## src/rtl/lsl_regs.vh

```
`ifndef LSL_REGS_VH
`define LSL_REGS_VH
`define LSL_ADDR_STEP     8'h0a
`define LSL_ADDR_SINK_A   8'h0b
`define LSL_ADDR_SINK_B   8'h0c
`define LSL_ADDR_SINK_C   8'h0d
`define LSL_ADDR_LOCK     8'h0e
`define LSL_ADDR_INPUT_LEVEL_STATUS     8'h0f
`define LSL_LOCK_CODE     8'ha5
`define LSL_ZERO8         8'h00
`define LSL_SEL_OFF       3'h0
`define LSL_SEL_ON        3'h1
`define LSL_SEL_CABLE     3'h2
`define LSL_SEL_CHARGER   3'h3
`define LSL_SEL_PA_RAW    3'h4
`define LSL_SEL_PA_PWM    3'h5
`define LSL_SEL_PB_RAW    3'h6
`define LSL_SEL_PB_PWM    3'h7
`define LSL_LEVEL_MAX     5'h18
`define LSL_STEPS_MAX     5'h19
`define LSL_STEP_0P6      2'h0
`define LSL_STEP_1P0      2'h1
`define LSL_STEP_1P2      2'h2
`define LSL_PWM_FILT_NS   10000
`define LSL_CLK_NS        10
`define LSL_PWM_FILT_CYC  (`LSL_PWM_FILT_NS / `LSL_CLK_NS)
`define LSL_PWM_CNT_W     10
`define LSL_PWM_FILT_MAX  10'h3e8
`define LSL_BIT_KEY       4
`define LSL_BIT_LOCKPIN   3
`define LSL_BIT_PIN_B     1
`define LSL_BIT_PIN_A     0
`endif

```

## src/rtl/lsl_sink_regs.v

```verilog
// Design decision made here: the strobed register port.
`timescale 1ns/1ps
`include "lsl_regs.vh"
module lsl_sink_regs (
  input  wire       clk_sys,
  input  wire       resetn,
  input  wire [7:0] regAddr,
  input  wire [7:0] regWdata,
  input  wire       regWrite,
  input  wire       regRead,
  output reg  [7:0] regRdata,
  input  wire       cablePresentFlag,
  input  wire       chargerStatus,
  input  wire       multiCtlPinA,
  input  wire       multiCtlPinB,
  input  wire       keyOutState,
  input  wire       lockPin,
  output reg  [2:0] sinkOn,
  output reg  [1:0] sinkStepSelect,
  output reg  [14:0] sinkSteps,
  output reg        lockEnterPulse
);

  reg  [1:0] stepSel_r;
  reg  [7:0] sinkCfg_r [0:2];
  reg  [1:0] pinA_r;
  reg  [1:0] pinB_r;
  reg  [1:0] keyOut_r;
  reg  [1:0] lockPin_r;
  reg  [1:0] cable_r;
  reg  [1:0] charger_r;
  reg  [`LSL_PWM_CNT_W-1:0] filtCntA_r;
  reg  [`LSL_PWM_CNT_W-1:0] filtCntB_r;
  reg        filtA_r;
  reg        filtB_r;
  wire [7:0] pinState;
  wire [`LSL_PWM_CNT_W-1:0] filtMax;

  // sized copy of the filter window so the compare width matches the counter
  assign filtMax = `LSL_PWM_FILT_MAX;

  // two-stage synchronisers; only stage 2 is read by logic
  always @(posedge clk_sys) begin
    if (!resetn) begin
      pinA_r    <= 2'h0;
      pinB_r    <= 2'h0;
      keyOut_r  <= 2'h0;
      lockPin_r <= 2'h0;
      cable_r   <= 2'h0;
      charger_r <= 2'h0;
    end else begin
      pinA_r    <= {pinA_r[0], multiCtlPinA};
      pinB_r    <= {pinB_r[0], multiCtlPinB};
      keyOut_r  <= {keyOut_r[0], keyOutState};
      lockPin_r <= {lockPin_r[0], lockPin};
      cable_r   <= {cable_r[0], cablePresentFlag};
      charger_r <= {charger_r[0], chargerStatus};
    end
  end

  // pwm filter: output follows the pin only after it held steady for the window,
  // so a pwm-driven pin appears as its settled level rather than toggling
  always @(posedge clk_sys) begin
    if (!resetn) begin
      filtCntA_r <= {`LSL_PWM_CNT_W{1'b0}};
      filtCntB_r <= {`LSL_PWM_CNT_W{1'b0}};
      filtA_r    <= 1'b0;
      filtB_r    <= 1'b0;
    end else begin
      if (pinA_r[1] == filtA_r) begin
        filtCntA_r <= {`LSL_PWM_CNT_W{1'b0}};
      end else if (filtCntA_r == filtMax) begin
        filtA_r    <= pinA_r[1];
        filtCntA_r <= {`LSL_PWM_CNT_W{1'b0}};
      end else begin
        filtCntA_r <= filtCntA_r + 1'b1;
      end
      if (pinB_r[1] == filtB_r) begin
        filtCntB_r <= {`LSL_PWM_CNT_W{1'b0}};
      end else if (filtCntB_r == filtMax) begin
        filtB_r    <= pinB_r[1];
        filtCntB_r <= {`LSL_PWM_CNT_W{1'b0}};
      end else begin
        filtCntB_r <= filtCntB_r + 1'b1;
      end
    end
  end

  // register writes; pin-state writes fall through and are dropped
  always @(posedge clk_sys) begin
    if (!resetn) begin
      stepSel_r    <= 2'h0;
      sinkCfg_r[0] <= `LSL_ZERO8;
      sinkCfg_r[1] <= `LSL_ZERO8;
      sinkCfg_r[2] <= `LSL_ZERO8;
    end else if (regWrite) begin
      case (regAddr)
        `LSL_ADDR_STEP:   stepSel_r    <= regWdata[1:0];
        `LSL_ADDR_SINK_A: sinkCfg_r[0] <= regWdata;
        `LSL_ADDR_SINK_B: sinkCfg_r[1] <= regWdata;
        `LSL_ADDR_SINK_C: sinkCfg_r[2] <= regWdata;
        default: ;
      endcase
    end
  end

  // lock command: one-cycle pulse only on the exact code
  always @(posedge clk_sys) begin
    if (!resetn) begin
      lockEnterPulse <= 1'b0;
    end else begin
      lockEnterPulse <= regWrite && (regAddr == `LSL_ADDR_LOCK) &&
                        (regWdata == `LSL_LOCK_CODE);
    end
  end

  assign pinState = {3'h0, keyOut_r[1], lockPin_r[1], 1'b0,
                     pinB_r[1], pinA_r[1]};

  always @(posedge clk_sys) begin
    if (!resetn) begin
      regRdata <= `LSL_ZERO8;
    end else if (regRead) begin
      case (regAddr)
        `LSL_ADDR_STEP:   regRdata <= {6'h0, stepSel_r};
        `LSL_ADDR_SINK_A: regRdata <= sinkCfg_r[0];
        `LSL_ADDR_SINK_B: regRdata <= sinkCfg_r[1];
        `LSL_ADDR_SINK_C: regRdata <= sinkCfg_r[2];
        `LSL_ADDR_LOCK:   regRdata <= `LSL_ZERO8;
        `LSL_ADDR_INPUT_LEVEL_STATUS:   regRdata <= pinState;
        default:          regRdata <= `LSL_ZERO8;
      endcase
    end else begin
      regRdata <= `LSL_ZERO8;
    end
  end

  // step code 11 folds onto 10: both mean the largest step
  always @(posedge clk_sys) begin
    if (!resetn) begin
      sinkStepSelect <= `LSL_STEP_0P6;
    end else if (stepSel_r[1]) begin
      sinkStepSelect <= `LSL_STEP_1P2;
    end else begin
      sinkStepSelect <= stepSel_r;
    end
  end

  genvar gi;
  generate
    for (gi = 0; gi < 3; gi = gi + 1) begin : gSink
      wire [2:0] sel;
      wire [4:0] lvl;
      reg        gate;
      assign sel = sinkCfg_r[gi][7:5];
      assign lvl = sinkCfg_r[gi][4:0];
      always @* begin
        case (sel)
          `LSL_SEL_OFF:     gate = 1'b0;
          `LSL_SEL_ON:      gate = 1'b1;
          `LSL_SEL_CABLE:   gate = cable_r[1];
          `LSL_SEL_CHARGER: gate = charger_r[1];
          `LSL_SEL_PA_RAW:  gate = pinA_r[1];
          `LSL_SEL_PA_PWM:  gate = filtA_r;
          `LSL_SEL_PB_RAW:  gate = pinB_r[1];
          `LSL_SEL_PB_PWM:  gate = filtB_r;
          default:          gate = 1'b0;
        endcase
      end
      always @(posedge clk_sys) begin
        if (!resetn) begin
          sinkOn[gi]           <= 1'b0;
          sinkSteps[gi*5 +: 5] <= 5'h0;
        end else begin
          sinkOn[gi] <= gate;
          if (lvl >= `LSL_LEVEL_MAX) begin
            sinkSteps[gi*5 +: 5] <= `LSL_STEPS_MAX;
          end else begin
            sinkSteps[gi*5 +: 5] <= lvl + 5'h1;
          end
        end
      end
    end
  endgenerate

endmodule

```

## config.mk

```make
export PLATFORM = sky130hd
export DESIGN_NAME = lsl_sink_regs
export DESIGN_NICKNAME = d
export VERILOG_FILES = /design/src/rtl/lsl_sink_regs.v
export VERILOG_INCLUDE_DIRS = /design/src /design/src/rtl
export SDC_FILE = /design/constraint.sdc
export NUM_CORES = 1
export LEC_CHECK = 0
export BUFFER_PORTS_ARGS = -buffer_cell sky130_fd_sc_hd__buf_2
export CAP_MARGIN = 20
export CELL_PAD_IN_SITES_DETAIL_PLACEMENT = 1
export CELL_PAD_IN_SITES_GLOBAL_PLACEMENT = 1
export CORE_ASPECT_RATIO = 0.6
export CORE_MARGIN = 5
export CORE_UTILIZATION = 35
export CTS_CLUSTER_SIZE = 16
export DETAILED_ROUTE_END_ITERATION = 12
export PLACE_DENSITY_LB_ADDON = 0.1
export SLEW_MARGIN = 20
export SYNTH_ARGS = -nofsm -noshare
export SYNTH_HDL_FRONTEND = slang
export SYNTH_SLANG_ARGS = --single-unit
```

## constraint.sdc

```tcl
create_clock -name clk_sys -period 4.41 [get_ports clk_sys]
set_input_delay 0.441 -clock clk_sys [delete_from_list [all_inputs] [get_ports clk_sys]]
set_output_delay 0.441 -clock clk_sys [all_outputs]
set_load 0.03 [all_outputs]
```

==> results.toml <==
[synthesis]
yosysWarningCount = 0
synth_flop_cell = "dfxtp_1"
async_reset_ff_frac = 0
ys_ff_latch = 89
synth_cells = 344
ys_top_cells_by_area = "dfxtp_1 (36%), edfxtp_1 (20%), nor2_1 (4.0%)"
syn_area_per_cell_sq_um = 10.5
yosysTopAreaCell = "dfxtp_1"
mappedNetlistArea_sq_um = 3600
netlist.area_leader.share = 0.361
ys_types = 41
synth-seq-area-share = 0.562
synth-edff-count = 24
syn-num-nets = 378

[cells_and_area]
final_nets = 429
fin_cells = 535
area_growth_pct = 17.8
drive_gt1_frac = 0.200
n_antenna_cell = 0
fin_area_sq_um = 4240

[floorplanning]
core-area_sq_um = 9950
die_w_um = 141
die_h_um = 88.6
dieArea_sq_um = 12500
initial_core_util = 0.362
row_count = 28
io_pins = 55

[critical_path]
cp.required_ns = 4.38
cp_max_fo = 16
arrival_ns = 1.82
cp-end-kind = "flip-flop"
path_class = "in2reg"
reg2regPathDepth = 6
crit_path_start_kind = "input port"

[place]
place_area_sq_um = 3970
place_congestion = 0.792
place_inst = 519
port_buffers = 54
pre_cts_slack_ns = 1.90
dp_hpwl_mm = 6.94

[pwr]
peakVddDrop_mv = 0.191
power.density_nw_per_um2 = 402
p_clk_frac = 0.412
p_switching_uw = 414
p_int_uw = 1290
p_leak_uw = 0.00166
combPwrFrac = 0.066
p_seq_frac = 0.523
swShare = 0.242

[sta]
max_freq_mhz = 543
fin_crit_ns = 1.84
worst_slack_ns = 2.57
skew_ns = 0.00779
tightest_slew_ns = 0.794
finalCritPeriodShare = 0.418
finalHoldViolCount = 0
setup-tns-final_ns = 0
maxSlewHeadroom = 0.467
final_max_slew_viol_count = 0
grt_setup_unrepaired = "false"
setup_viol = 0

[drt]
dr.pass1.iters = 4
drc_errors = 0
wl_mm = 8.96
dr_total_vias = 2633
first_iter_violations = 159
antenna_left = 0
wl_per_cell_um = 16.8
viasPerCell = 4.92

[clock_network]
cts_tree = "yes"
cts_hold_buf = 0
cts_max_path_buffers = 2
cts.clk_slew.worst_paths_ns = 0.06
clk_latency_ns = 0.34
cts_resized = 0
root_buffer = "clkbuf_16"
htreeDepth = 3
cts_setup_buffers = 0
cts_buffers = 9
clock-sinks = 89

[global_route]
track_usage = 0.149
grt_pass1_wl_mm = 14.1
overflow = 0
antenna_found_initial = 0
grt_max_degree = 46
grt_pass1_vias = 2579

[hold_path]
min_path_cells = 2
hp-class = "in2reg"

[job]
maxCapViolCount = 0

[run_status]
status = "finished clean"
==> sequential cells by signal (all words and copies together) (netlist names) <==
| signal | cells |
|---|---|
| filtCntB_r | 10 |
| sinkOn | 3 |
| sinkSteps | 15 |
| sinkCfg_r | 24 |
| lockPin_r | 2 |
| keyOut_r | 2 |
| lockEnterPulse | 1 |
| pinB_r | 2 |
| stepSel_r | 2 |
| cable_r | 2 |
| regRdata | 8 |
| filtB_r | 1 |
| charger_r | 2 |
| filtA_r | 1 |
| filtCntA_r | 10 |
| pinA_r | 2 |
| sinkStepSelect | 2 |
==> power by group through the flow <==
stage               Combinational, uW  Sequential (uW)  Clock [uW]
floorplan                        54.5              922           0
global route                      123              896         754
finish                            112              893         703
CTS                               113              893         716
global placement                  111              910           0
detailed placement                112              911           0
==> critical path, stage by stage <==
cell and delay [ns]:
buf_2 0.30, and3b_1 0.41, inv_1 0.07, o21ai_1 0.58
==> cells in the final DEF (no fill, tap or decap), types with 5 or more instances in the layout <==
master,n
ha_1,8
clkbuf_16,9
nand2_1,21
dfxtp_1,65
nand4_1,5
a21oi_1,7
nor3_1,6
inv_1,13
and3_1,7
mux2i_1,9
a21boi_0,5
nor2_1,38
edfxtp_1,24
buf_2,54
xnor2_1,8
xor2_1,10
and2_1,22
a31oi_1,6
nor2b_1,10
nand3_1,15
==> kinds of logic after synthesis <==
family | count (synthesis) | share of synthesized area
xor+xnor | 18 | 0.0438
flops | 89 | 0.562
mux | 13 | 0.0375
simple gates | 146 | 0.213
compound gates | 43 | 0.0830
buf+inv | 27 | 0.0337
fa+ha+maj | 8 | 0.0278
==> layout make-up <==
cell class / count / area (sq um)
timing repair buffer: 54 / 270
clock inverter: 6 / 41.3
clock buffer: 10 / 229
tap: 135 / 169
multi-input combinational: 228 / 1460
fill: 1140 / 5710
inverter: 13 / 48.8
sequential: 89 / 2020
==> Yosys cell counts (all sizes together), types with 5 or more instances <==
library cell / number
a21boi: 5
a21oi: 7
a31oi: 6
and2: 22
and3: 7
buf: 9
clkbuf: 5
dfxtp: 65
edfxtp: 24
ha: 8
inv: 13
mux2i: 9
nand2: 21
nand3: 15
nand4: 5
nor2: 38
nor2b: 10
nor3: 6
o21ai: 6
or2: 5
xnor2: 8
xor2: 10
==> metrics by stage <==
stage / hold slack [ns] / power (uW) / utilization
floorplan: 0.412 / 977 / -
global placement: 0.419 / 1020 / 0.399
detailed placement: 0.426 / 1020 / 0.399
CTS: 0.295 / 1720 / 0.426
global route: 0.299 / 1770 / 0.426
finish: 0.303 / 1710 / 0.426
==> per-layer routing <==
| metal | track usage | vias to the layer above | share of wire |
|---|---|---|---|
| met5 | 0 | - | 0 |
| met2 | 0.188 | 72 | 0.36 |
| met3 | 0.0475 | 9 | 0.072 |
| met1 | 0.237 | 1248 | 0.56 |
| li1 | - | 1304 | - |
| met4 | 0.0422 | 0 | 0.010 |
==> final timing paths <==
path	start	to	slack (ns)
setup / recovery	regAddr[0]	sinkCfg_r[0][7]	2.57
hold reg to reg	keyOut_r[0]	keyOut_r[1]	0.44
hold / removal	multiCtlPinB	pinB_r[0]	0.30
setup reg to reg	filtCntA_r[0]	filtCntA_r[2]	2.90
Power figures use the tool's default switching activity.
